===== src/logic/spi_host_pkg.sv =====
// Functional notes
// - Classic format is full duplex; select low across frames, high when idle.
// - Clock idles low for polarity 0, high for polarity 1.
// - Phase 0 samples on the leading edge, phase 1 on the trailing edge.
// - Modes 0 and 3 launch falling, capture rising; modes 1 and 2 reverse.
// - Pulse-framed select is a one-bit-period high pulse starting each frame.
// - Pulse-framed format uses mode 1 only: launch rising, capture falling.
// - Back-to-back preceding pulse coincides with the last bit, leaving no gap.
// - Half-duplex alternates transmit and receive with independent widths.
// - Half-duplex: one idle bit before receive; consecutive transfers without gap.
// - Half-duplex uses mode 0 only, clock idling low.
// - After wake-up the slave sends 0xFF; master treats it as not ready.
// - Frame width 4 to 16 bits, default 8; MSb or LSb first.
package spi_host_pkg;

  // ----------------------------------------------------------------
  // Controller register map
  // ----------------------------------------------------------------
  localparam logic [7:0]  CTRL_OFF    = 8'h00;
  localparam logic [7:0]  TXDATA_OFF  = 8'h04;
  localparam logic [7:0]  RXDATA_OFF  = 8'h08;
  localparam logic [7:0]  STATUS_OFF  = 8'h0c;

  localparam int FMT_LSB       = 0;
  localparam int CPHA_BIT      = 2;
  localparam int CPOL_BIT      = 3;
  localparam int PRECEDE_BIT   = 4;
  localparam int LSB_FIRST_BIT = 5;
  localparam int WIDTH_LSB     = 8;
  localparam int RXW_LSB       = 16;
  localparam int DIV_LSB       = 24;

  localparam logic [31:0] CTRL_RESET = 32'h04080800;

  localparam int STAT_BUSY = 0;
  localparam int STAT_PEND = 1;
  localparam int STAT_RXV  = 2;
  localparam int STAT_NRDY = 3;

  // ----------------------------------------------------------------
  // Frame formats, same codes as the device
  // ----------------------------------------------------------------
  localparam logic [1:0] FMT_CLASSIC = 2'h0;
  localparam logic [1:0] FMT_PULSE   = 2'h1;
  localparam logic [1:0] FMT_HALF    = 2'h2;

  // ----------------------------------------------------------------
  // Device map, for software setting up the far end
  // ----------------------------------------------------------------
  localparam int         DEV_BLOCK_MODE_LSB = 24;
  localparam logic [1:0] DEV_BLOCK_MODE_SPI = 2'h1;
  localparam int         DEV_FMT_LSB        = 24;
  localparam int         DEV_PRECEDE_BIT    = 1;
  localparam int         DEV_CPHA_BIT       = 2;
  localparam int         DEV_CPOL_BIT       = 3;

  // ----------------------------------------------------------------
  // Limits and timing
  // ----------------------------------------------------------------
  localparam logic [4:0] WIDTH_MIN      = 5'h04;
  localparam logic [4:0] WIDTH_MAX      = 5'h10;
  localparam logic [7:0] HALF_DIV_MIN   = 8'h04;
  localparam logic [7:0] NOT_READY_BYTE = 8'hff;

  typedef enum logic [2:0] {S_IDLE, S_PRE, S_TX, S_GAP, S_RX} state_e;

endpackage


===== src/logic/spi_host.sv =====
// The register addresses and the APB interface to the registers were decided locally.
`timescale 1ns/1ps
module spi_host
  import spi_host_pkg::*;
(
  // Clock and reset
  input  wire logic        clk_i,
  input  wire logic        rstn_i,
  // APB slave
  input  wire logic [7:0]  paddr_i,
  input  wire logic        psel_i,
  input  wire logic        penable_i,
  input  wire logic        pwrite_i,
  input  wire logic [31:0] pwdata_i,
  output logic      [31:0] prdata_o,
  output logic             pready_o,
  output logic             pslverr_o,
  // SPI link
  output logic             sclk_o,
  output logic             mosi_o,
  output logic             select_o,
  input  wire logic        miso_i
);

  typedef struct packed {
    state_e      st;
    logic [31:0] ctrl;
    logic [15:0] txbuf;
    logic        pend;
    logic [15:0] txsh;
    logic [15:0] rxsh;
    logic [15:0] rxdata;
    logic        rxv;
    logic        nrdy;
    logic [4:0]  cnt;
    logic        half;
    logic [7:0]  hcnt;
    logic        sclk;
    logic        mosi;
    logic        ss;
    logic [2:0]  msync;
    logic        miso;
    logic        ack;
    logic        err;
    logic [31:0] prdata;
    logic [8:0]  ss_hi;
  } state_s;

  state_s r_reg;
  state_s r_next;

  // ----------------------------------------------------------------
  // Helpers
  // ----------------------------------------------------------------
  function automatic logic [4:0] clamp_w(input logic [4:0] w);
    if (w < WIDTH_MIN) begin
      return WIDTH_MIN;
    end else if (w > WIDTH_MAX) begin
      return WIDTH_MAX;
    end
    return w;
  endfunction

  function automatic logic [3:0] bit_idx(input logic lsb, input logic [4:0] w,
                                         input logic [4:0] c);
    if (lsb) begin
      return c[3:0];
    end
    return 4'(w - 5'h01 - c);
  endfunction

  logic [1:0]  fmt;
  logic        eff_cpol;
  logic        eff_cpha;
  logic        precede;
  logic        lsb_first;
  logic [4:0]  txw;
  logic [4:0]  rxw;
  logic [4:0]  wcur;
  logic [7:0]  half_div;
  logic        idle_ss;
  logic        acc;
  logic        adv;
  logic        samp;
  logic        fin;
  logic        start;
  logic        last;
  logic        cont;
  logic [15:0] v_rx;
  logic [15:0] v_mask;
  logic [31:0] v_stat;

  always_comb begin
    fmt       = r_reg.ctrl[FMT_LSB +: 2];
    precede   = r_reg.ctrl[PRECEDE_BIT];
    lsb_first = r_reg.ctrl[LSB_FIRST_BIT];
    // Pulse framing forces mode 1, half duplex forces mode 0
    eff_cpol  = (fmt == FMT_CLASSIC) ? r_reg.ctrl[CPOL_BIT] : 1'b0;
    eff_cpha  = (fmt == FMT_CLASSIC) ? r_reg.ctrl[CPHA_BIT] : (fmt == FMT_PULSE);
    txw       = clamp_w(r_reg.ctrl[WIDTH_LSB +: 5]);
    rxw       = clamp_w(r_reg.ctrl[RXW_LSB +: 5]);
    half_div  = (r_reg.ctrl[DIV_LSB +: 8] < HALF_DIV_MIN) ? HALF_DIV_MIN
                                                          : r_reg.ctrl[DIV_LSB +: 8];
    idle_ss   = (fmt != FMT_PULSE);
    wcur      = (r_reg.st == S_RX) ? rxw : txw;
  end

  // ----------------------------------------------------------------
  // Next state
  // ----------------------------------------------------------------
  always_comb begin
    r_next = r_reg;
    adv    = 1'b0;
    samp   = 1'b0;
    fin    = 1'b0;
    start  = 1'b0;
    last   = 1'b0;
    cont   = 1'b0;
    v_rx   = r_reg.rxsh;
    v_mask = 16'((32'h1 << wcur) - 32'h1);
    v_stat = '0;

    // Three-stage input sync; a change counts once stages two and three agree
    r_next.msync = {r_reg.msync[1:0], miso_i};
    if (r_reg.msync[1] == r_reg.msync[2]) begin
      r_next.miso = r_reg.msync[2];
    end

    case (r_reg.st)
      S_IDLE: begin
        r_next.sclk = eff_cpol;
        r_next.ss   = idle_ss;
        r_next.mosi = 1'b0;
        if (r_reg.pend) begin
          r_next.txsh = r_reg.txbuf;
          r_next.pend = 1'b0;
          r_next.rxsh = '0;
          r_next.cnt  = '0;
          r_next.st   = (fmt == FMT_PULSE && precede) ? S_PRE : S_TX;
          start       = 1'b1;
        end
      end
      default: begin
        r_next.hcnt = r_reg.hcnt + 8'h01;
        if (r_reg.hcnt == half_div - 8'h01) begin
          r_next.hcnt = '0;
          if (!r_reg.half) begin
            r_next.half = 1'b1;
            r_next.sclk = eff_cpol ^ ~eff_cpha;
          end else begin
            adv = 1'b1;
          end
        end
      end
    endcase

    if (adv) begin
      // Sample at bit end; the sync delay keeps the mid-bit edge value
      samp = (r_reg.st == S_TX && fmt != FMT_HALF) || r_reg.st == S_RX;
      if (samp) begin
        v_rx[bit_idx(lsb_first, wcur, r_reg.cnt)] = r_reg.miso;
      end
      r_next.rxsh = v_rx;
      last  = (r_reg.cnt == wcur - 5'h01);
      start = 1'b1;
      case (r_reg.st)
        S_PRE: begin
          r_next.st  = S_TX;
          r_next.cnt = '0;
        end
        S_TX: begin
          if (!last) begin
            r_next.cnt = r_reg.cnt + 5'h01;
          end else if (fmt == FMT_HALF) begin
            r_next.st = S_GAP;
          end else begin
            fin = 1'b1;
          end
        end
        S_GAP: begin
          r_next.st  = S_RX;
          r_next.cnt = '0;
        end
        default: begin
          if (!last) begin
            r_next.cnt = r_reg.cnt + 5'h01;
          end else begin
            fin = 1'b1;
          end
        end
      endcase
    end

    if (fin) begin
      r_next.rxdata = v_rx & v_mask;
      r_next.rxv    = 1'b1;
      r_next.nrdy   = (wcur >= 5'h08) &&
                      ((v_rx[bit_idx(1'b1, wcur, 5'h00) +: 8] & NOT_READY_BYTE)
                       == NOT_READY_BYTE) && ((v_rx & v_mask) == v_mask);
      // Without the early pulse a preceded frame must restart through its pulse
      cont = r_reg.pend && !(fmt == FMT_PULSE && precede && !r_reg.ss);
      if (cont) begin
        r_next.txsh = r_reg.txbuf;
        r_next.pend = 1'b0;
        r_next.rxsh = '0;
        r_next.cnt  = '0;
        r_next.st   = S_TX;
      end else begin
        r_next.st   = S_IDLE;
        start       = 1'b0;
        r_next.sclk = eff_cpol;
        r_next.ss   = idle_ss;
        r_next.mosi = 1'b0;
        r_next.half = 1'b0;
      end
    end

    if (start) begin
      r_next.half = 1'b0;
      r_next.hcnt = '0;
      r_next.sclk = eff_cpol ^ eff_cpha;
      r_next.mosi = (r_next.st == S_TX) ?
                    r_next.txsh[bit_idx(lsb_first, txw, r_next.cnt)] : 1'b0;
      if (fmt == FMT_PULSE) begin
        r_next.ss = (r_next.st == S_PRE) ||
                    (r_next.st == S_TX && !precede && r_next.cnt == 5'h00) ||
                    (r_next.st == S_TX && precede && r_next.cnt == txw - 5'h01 &&
                     r_next.pend);
      end else begin
        r_next.ss = 1'b0;
      end
    end

    // APB: one wait state; a data write waits while the holding slot is full
    acc         = psel_i & penable_i;
    r_next.ack  = 1'b0;
    if (acc && !r_reg.ack) begin
      if (!(pwrite_i && paddr_i == TXDATA_OFF && r_reg.pend)) begin
        r_next.ack    = 1'b1;
        r_next.err    = 1'b0;
        r_next.prdata = '0;
        v_stat[STAT_BUSY] = (r_reg.st != S_IDLE);
        v_stat[STAT_PEND] = r_reg.pend;
        v_stat[STAT_RXV]  = r_reg.rxv;
        v_stat[STAT_NRDY] = r_reg.nrdy;
        if (paddr_i == CTRL_OFF) begin
          r_next.prdata = r_reg.ctrl;
          r_next.err    = pwrite_i && (r_reg.st != S_IDLE || r_reg.pend);
        end else if (paddr_i == TXDATA_OFF) begin
          r_next.prdata = {16'h0000, r_reg.txbuf};
        end else if (paddr_i == RXDATA_OFF) begin
          r_next.prdata = {16'h0000, r_reg.rxdata};
        end else if (paddr_i == STATUS_OFF) begin
          r_next.prdata = v_stat;
        end else begin
          r_next.err    = 1'b1;
        end
      end
    end
    if (acc && r_reg.ack && !r_reg.err) begin
      if (pwrite_i && paddr_i == CTRL_OFF) begin
        r_next.ctrl = pwdata_i;
      end else if (pwrite_i && paddr_i == TXDATA_OFF) begin
        r_next.txbuf = pwdata_i[15:0];
        r_next.pend  = 1'b1;
      end else if (!pwrite_i && paddr_i == RXDATA_OFF && !fin) begin
        // A frame landing in the same cycle keeps its flag
        r_next.rxv = 1'b0;
      end
    end

    r_next.ss_hi = (r_next.ss && fmt == FMT_PULSE) ? r_reg.ss_hi + 9'h001 : 9'h000;
  end

  always_ff @(posedge clk_i) begin
    if (!rstn_i) begin
      r_reg      <= '0;
      r_reg.st   <= S_IDLE;
      r_reg.ctrl <= CTRL_RESET;
      r_reg.ss   <= 1'b1;
    end else begin
      r_reg <= r_next;
    end
  end

  assign prdata_o  = r_reg.prdata;
  assign pready_o  = r_reg.ack;
  assign pslverr_o = r_reg.err;
  assign sclk_o    = r_reg.sclk;
  assign mosi_o    = r_reg.mosi;
  assign select_o  = r_reg.ss;
endmodule


===== config.mk =====
export PLATFORM = sky130hd
export DESIGN_NAME = spi_host
export DESIGN_NICKNAME = d
export VERILOG_FILES = /design/src/logic/spi_host_pkg.sv /design/src/logic/spi_host.sv
export SDC_FILE = /design/constraint.sdc
export NUM_CORES = 1
export LEC_CHECK = 0
export BUFFER_PORTS_ARGS = -buffer_cell sky130_fd_sc_hd__buf_2
export CAP_MARGIN = 20
export CORE_ASPECT_RATIO = 0.7
export CORE_MARGIN = 2
export CORE_UTILIZATION = 50
export DETAILED_ROUTE_END_ITERATION = 8
export MAX_ROUTING_LAYER = met4
export PLACE_DENSITY = 0.69
export SYNTH_ARGS = -nofsm -noshare
export SYNTH_HDL_FRONTEND = slang
export SYNTH_SLANG_ARGS = --single-unit
export TNS_END_PERCENT = 100

===== constraint.sdc =====
create_clock -name clk_i -period 7.4 [get_ports clk_i]
set_input_delay 1.48 -clock clk_i [delete_from_list [all_inputs] [get_ports clk_i]]
set_output_delay 1.48 -clock clk_i [all_outputs]
set_load 0.03 [all_outputs]

; ---- Word level (Yosys, flattened, before mapping)
; Cells that the tools add are included.
[classes]
n_eq_ne = 19
mux = 94
bitwise = 8
n_reduce_logical = 43
n_lt_le_gt_ge = 9
add_sub_neg = 8
n_shift = 2
[ops]
columns = cell, n
row1 = two-way mux 33 bit, 3
row2 = two-way mux 16 bit, 5
row3 = two-way mux 5 bit, 13
row4 = two-way mux 57 bit, 1
row5 = two-way mux 1 bit, 40
row6 = two-way mux 4 bit, 10
row7 = two-way mux 34 bit, 1
row8 = two-way mux 32 bit, 1
row9 = two-way mux 3 bit, 9
row10 = logical AND 1 bit, 21
row11 = bitwise AND 16 bit, 1
row12 = bitwise mux 16 bit, 1
row13 = == test 16 bit, 1
row14 = "== test 8 x 4 -> 1 bit, second input constant", 2
row15 = indexed part select 16 x 5 -> 8 bit, 1
row16 = "<< shifter 1 x 5 -> 16 bit, first input constant", 1
row17 = "subtractor 16 x 1 -> 16 bit, second input constant", 1
row18 = == test 5 bit, 2
row19 = "greater-than comparator 5 bit, second input constant", 2
row20 = "less-than comparator 4 x 5 -> 1 bit, second input constant", 2
row21 = "less-than comparator 5 x 3 -> 1 bit, second input constant", 2
row22 = two-way mux 10 bit, 1
row23 = "subtractor 5 x 1 -> 5 bit, second input constant", 2
row24 = "== test 3 x 2 -> 1 bit, second input constant", 3
row25 = 37 further kinds, 57
[totals]
reg_bits = 157
word_cells = 203
inputBits = 46

; ---- Longest topological paths before layout
[logic_depth]
word_depth = 29
depth_mapped = 31
mapped_depth_nobuf = 27

; ---- Worst setup path before layout
; OpenSTA, ideal clock, no wires.
[synth_timing]
kind = reg2reg
startpoint = register r_reg[163] (netlist name)
endpoint = register r_reg (netlist bit mosi_o)
synth_period_minus_slack_ps = 5898
stages_incl_launch_ff = 32
path_slack_ps = 1502
setup_ps = 69
n_path_buf = 4
arrival_time_ps = 5829
cell_sequence = dfxtp_1 clkbuf_1 or3b_2 clkbuf_1 nor3_1 nand2_1 o21ai_0 inv_1 ha_1 ha_1 inv_1 ha_1 and3_1 o31ai_1 a31oi_1 nor4b_1 or2_1 buf_2 buf_2 nor3_1 a21oi_1 nor2_1 inv_1 ha_1 a21o_1 a21oi_1 xor2_1 nor2_1 xnor2_1 mux4_2 and2_0 o21ai_1
[synth_via]
elab_chain_cells = 16
word_cells_on_any_way = 45
cone_classes = add/sub: 2 / eq/ne: 6 / mux: 35 / reduce/logical: 2
[synth_rtl]
columns = item, line_no
row1 = from (decl), spi_host.sv:49  ; state_s r_reg;
row2 = from (signal assigned), spi_host.sv:282  ; r_reg <= r_next;
row3 = == test 3 bit, spi_host.sv:105  ; wcur = (r_reg.st == S_RX) ? rxw : txw;
row4 = two-way mux 5 bit, spi_host.sv:105
row5 = subtractor 5 x 1 -> 5 bit, --
row6 = == test 5 bit, spi_host.sv:164  ; last = (r_reg.cnt == wcur - 5'h01);
row7 = two-way mux 5 bit, "spi_host.sv:172, spi_host.sv:185"
row8 = two-way mux 5 bit, --
row9 = two-way mux 5 bit, spi_host.sv:157  ; if (adv) begin
row10 = two-way mux 5 bit, spi_host.sv:202  ; if (cont) begin
row11 = two-way mux 57 bit, spi_host.sv:194  ; if (fin) begin
row12 = subtractor 4 bit or two-way mux 4 bit (tied branches), "spi_host.sv:69, spi_host.sv:66"
row13 = two-way mux 4 bit, spi_host.sv:69  ; return 4'(w - 5'h01 - c);
row14 = two-way mux 4 bit, spi_host.sv:218  ; if (start) begin
row15 = binary-select mux 1 bit (select 4 bit), spi_host.sv:223  ; r_next.txsh[bit_idx(lsb_first, txw, r_next.cnt)] : 1'b0;
row16 = two-way mux 1 bit (implied by the code), spi_host.sv:223
row17 = two-way mux 1 bit, spi_host.sv:222  ; r_next.mosi = (r_next.st == S_TX) ?
row18 = two-way mux 3 bit (*), spi_host.sv:218
; Every way passes the cells marked *; elsewhere a longest branch is shown, timed or not. The select of a mux whose other input is x is not followed.
; A chain may end at the register's enable or synchronous reset.

; ---- Worst setup path in the final report
[layout_timing]
startpoint = register r_reg[165] (netlist name)
endpoint = register r_reg (netlist bit mosi_o)
; The elaborated chain is that of the path after synthesis.

==> results by stage <==
Worst hold path:
- The number of cells traversed by the worst hold path is 1.
- The class of the tightest hold or removal check is flop to flop.
- The worst hold path terminates at r_next[46].
- The startpoint of the most critical hold path is r_next[45].

Clocking:
- Gates resized during post-CTS repair numbered 0.
- The cell sitting at the root of the clock tree is a sky130_fd_sc_hd__clkbuf_16.
- Counting the buffers created by CTS gives 17.
- Clock latency on the worst-skew pair, taken at its later pin, is roughly 0.44 ns.
- The number of setup buffers added after CTS is 0.
- The number of hold-repair buffers added at the cts stage is 0.
- The H-tree depth reported by CTS is 4.
- The CTS tree is yes.
- The clock passes through at most 2 buffers.
- Clock-pin slew was measured on the worst setup and hold paths at approximately 0.070 ns.
- The clock drives ~160 sinks.

Global routing:
- The number of antenna violations at the first check in global routing was 0.
- The via count of the first global-routing pass is around 7000.
- The wire length of the first global-routing pass is between 30000 and 40000 um.
- The aggregate global routing overflow is 0.
- Global routing used 27.2% of the available tracks.
- The pin count of the biggest net entering global routing is 59.

Floorplan:
- The floorplan step set the die width to 161 um.
- For this configuration, the core starts out at a cell density of 50.6%.
- The placeable core area is 0.0170 mm2.
- The die covers 0.0183 mm2.
- The I/O pin count is 83.
- The floorplan has 40 rows.
- The die is 114 um tall.

STA:
- Between clock sinks in the finished design, the worst skew comes to 0.0103 ns.
- The total negative setup slack is 0 ns.
- The final setup slack of the worst path is 0.752 ns.
- The final critical path takes up 89.8% of the cycle.
- In this run the tightest slew margin relative to its limit is 38.7%.
- Setup violations remaining at the end of the flow were counted as 0.
- Subtracting the final worst setup slack from the clock period gives 6.65 ns.
- For this run, the top clock speed supported by timing is 150 MHz.
- The number of hold-slack violations in the final timing report was 0.
- Hold is met by roughly 0.45 ns.
- Setup repair after global routing left no endpoint under its margin.
- For the pin with the worst max-slew slack, the measured transition is 0.897 ns.
- The final count of pins violating max slew is 0.

Worst setup path:
- The sort of element at the end of the critical path is a flop.
- The stage delay of the slowest cell on the critical path is between 0.5 and 0.6 ns.
- In this run the critical register-to-register path is launched from r_reg[165].
- The highest net fanout along the worst path is 20.
- The arrival time reported for the critical path endpoint is between 7 and 8 ns.
- Data on the critical path is required at its endpoint by 7.76 ns.
- The type of the worst setup path is flop to flop.
- The number of cells on the worst reg-to-reg path is 28.
- The worst register-to-register path ends at mosi_o.
- The setup check on the worst reg-to-reg path leaves a slack of approximately 0.75 ns.
- The startpoint kind of the worst setup timing path is a flop.
- The largest individual stage delay along the critical path comes from the cell sky130_fd_sc_hd__or3b_2.
- The dominant cell type by count on the critical path is sky130_fd_sc_hd__ha_1.

Placement:
- After legalization and detailed placement, the total HPWL measured 17700 um.
- The area of placed instances is 0.00891 mm2.
- The placer congestion estimate is about 1.
- The quantity of I/O buffers inserted on ports is 82.
- The pre-CTS setup slack is 0.900 ns.

Final layout:
- Cells fill 56.1% of the core in the end.
- The flip-flop count of the largest register, all copies and words added is roughly 110.
- Fill cells in the final layout number 1639.
- The final net count is 1192.
- In the layout the commonest cells are sky130_fd_sc_hd__nand2_1, sky130_fd_sc_hd__dfxtp_1, sky130_fd_sc_hd__a21oi_1.
- The share of final-layout standard cells stronger than drive strength 1 is ~14%.
- Summing all non-filler instances in the final layout gives an area of 0.00954 mm2.
- Compared with the post-synthesis result, the final layout area differs by 10.7%.
- The diode insertion count for antenna repair is 0.
- The most frequent standard cell in the layout excluding fill and tap cells is sky130_fd_sc_hd__nand2_1.

Logic synthesis:
- During synthesis, Yosys emitted a total of 0 warnings.
- The netlist uses 73 different library cells.
- The synthesized design devotes to its leading area cell type 36.5% of total area.
- In this run, synthesis inferred 0 flip-flops with an integrated enable.
- The cell type with the highest aggregate area in the netlist is sky130_fd_sc_hd__dfxtp_1.
- Ranked by total cell area, the synthesized netlist is headed by sky130_fd_sc_hd__dfxtp_1, sky130_fd_sc_hd__nand2_1, sky130_fd_sc_hd__a21oi_1.
- In this run the cell area of the synthesized design comes to 0.00862 mm2.
- The most used flip-flop cell after synthesis is sky130_fd_sc_hd__dfxtp_1.
- The total nets after synthesis is 1176.
- For this run, asynchronously set or reset flops after synthesis account for 0%.
- The instance count of the mapped netlist is 1112.
- After synthesis, flip-flops and latches occupy 36.5% of the total area.
- A synthesized cell averages 7.75 um2.
- In this run, synthesis produced a sequential element count of around 160.

Route:
- The routed wire length is between 20000 and 25000 um.
- The post-route antenna net violation count is 0.
- The total DRC errors in the routed layout is 0.
- The via density per instance is 5.76.
- The via total after detailed routing is just under 8000.
- The average wire length per cell after detail routing is approximately 18 um.
- The first TritonRoute pass finished after 5 iterations.
- The number of DRC markers after the initial detailed-route iteration is ~740.

Power:
- The leakage power summed over all cells is 3.50 nW.
- IR analysis of the VDD net gives a maximum drop of roughly 160 uV.
- For this design the ratio of total power to cell area is between 150 and 200 mW/mm2.

Outcome:
- The run finished with clean final reports.

Job:
- Max-cap violations in this run came to 0.
==> layout make-up <==
| cell class | count | area [um2] | area share, % |
|---|---|---|---|
| clock inverters | 15 | 195 | 2.05 |
| repair buffers | 94 | 500 | 5.25 |
| multi-input cells | 836 | 4900 | 51.4 |
| flip-flops and latches | 157 | 3140 | 32.9 |
| well taps | 231 | 289 | 3.03 |
| inverters | 22 | 83.8 | 0.879 |
| clock buffers | 17 | 425 | 4.46 |
==> synth_stat cells (3+ instances only) <==
master                     number
sky130_fd_sc_hd__nand4_1       11
sky130_fd_sc_hd__clkbuf_1      57
sky130_fd_sc_hd__mux2i_1       44
sky130_fd_sc_hd__dfxtp_1      157
sky130_fd_sc_hd__a32o_1         4
sky130_fd_sc_hd__nor2_1       103
sky130_fd_sc_hd__nand4b_1       4
sky130_fd_sc_hd__o21ai_0       41
sky130_fd_sc_hd__o211ai_1       8
sky130_fd_sc_hd__xnor2_1       13
sky130_fd_sc_hd__o31ai_1        8
sky130_fd_sc_hd__buf_4         32
sky130_fd_sc_hd__a22o_1        17
sky130_fd_sc_hd__a21oi_1      121
sky130_fd_sc_hd__or3_1         10
sky130_fd_sc_hd__o21a_1         3
sky130_fd_sc_hd__nand3b_1      10
sky130_fd_sc_hd__mux2_2         9
sky130_fd_sc_hd__xor2_1        16
sky130_fd_sc_hd__a21o_1         3
sky130_fd_sc_hd__nor3_1        25
sky130_fd_sc_hd__a311oi_1       4
sky130_fd_sc_hd__nor4_1        11
sky130_fd_sc_hd__o31a_1         3
sky130_fd_sc_hd__buf_2          3
sky130_fd_sc_hd__a31oi_1        3
sky130_fd_sc_hd__nand2b_1      11
sky130_fd_sc_hd__ha_1          16
sky130_fd_sc_hd__nand2_1      209
sky130_fd_sc_hd__and3_1         7
sky130_fd_sc_hd__inv_1         21
sky130_fd_sc_hd__or4_1          3
sky130_fd_sc_hd__a211oi_1       5
sky130_fd_sc_hd__nor2b_1       13
sky130_fd_sc_hd__nand3_1       36
sky130_fd_sc_hd__mux4_2         4
sky130_fd_sc_hd__buf_1          3
sky130_fd_sc_hd__nor3b_1        3
sky130_fd_sc_hd__and2_1        11
sky130_fd_sc_hd__or2_2          4
==> kinds of logic after synthesis <==
| group | after synthesis | synth area share, % |
|---|---|---|
| AOI/OAI and AO/OA | 248 | 17.6 |
| and+or+nand+nor | 482 | 25.7 |
| adders and majority gates | 18 | 2.79 |
| muxes | 57 | 7.33 |
| buffers and inverters | 119 | 6.79 |
| DFF | 157 | 36.5 |
| other | 1 | 0.0435 |
| xor gates and xnor gates | 30 | 3.22 |
==> worst max-delay path, delay by kind of cell, from the launching register on <==
family | cells | cell delay (ns)
and+or+nand+nor | 10 | 2.01
AOI/OAI and AO/OA | 7 | 1.48
adders and majority gates | 4 | 1.25
buffers and inverters | 4 | 0.54
DFF | 1 | 0.49
xor gates and xnor gates | 2 | 0.46
muxes | 1 | 0.34
==> through the flow <==
stage	power, W	cells
after global routing	0.00186	1372
final	0.00181	1372
after floorplan	0.000896	1112
after global placement	0.000919	1338
after CTS	0.00182	1370
after detailed placement	0.000919	1338
==> layer usage <==
layer | up-vias | GRT usage (%) | share of wire, %
met1 | 3709 | 39.2 | 49
met3 | 30 | 6.22 | 7.9
met4 | 0 | 7.44 | 1.6
met5 | - | - | 0
li1 | 3895 | - | -
met2 | 270 | 38.2 | 41
==> where the power goes <==
group	total, W	switching (W)	internal [W]
combinational	0.0000537	0.0000369	0.0000168
clock	0.000905	0.000416	0.000488
sequential	0.000847	0.00000106	0.000846
==> worst max-delay path by stage <==
stage	startpoint	endpoint
2_1_floorplan	r_reg[163]	mosi_o
3_3_place_gp	r_reg[165]	mosi_o
3_5_place_dp	r_reg[165]	mosi_o
4_1_cts	r_reg[165]	mosi_o
5_1_grt	r_reg[165]	mosi_o
6_report	r_reg[165]	mosi_o
Note: power is estimated with default switching activity, not from simulation.
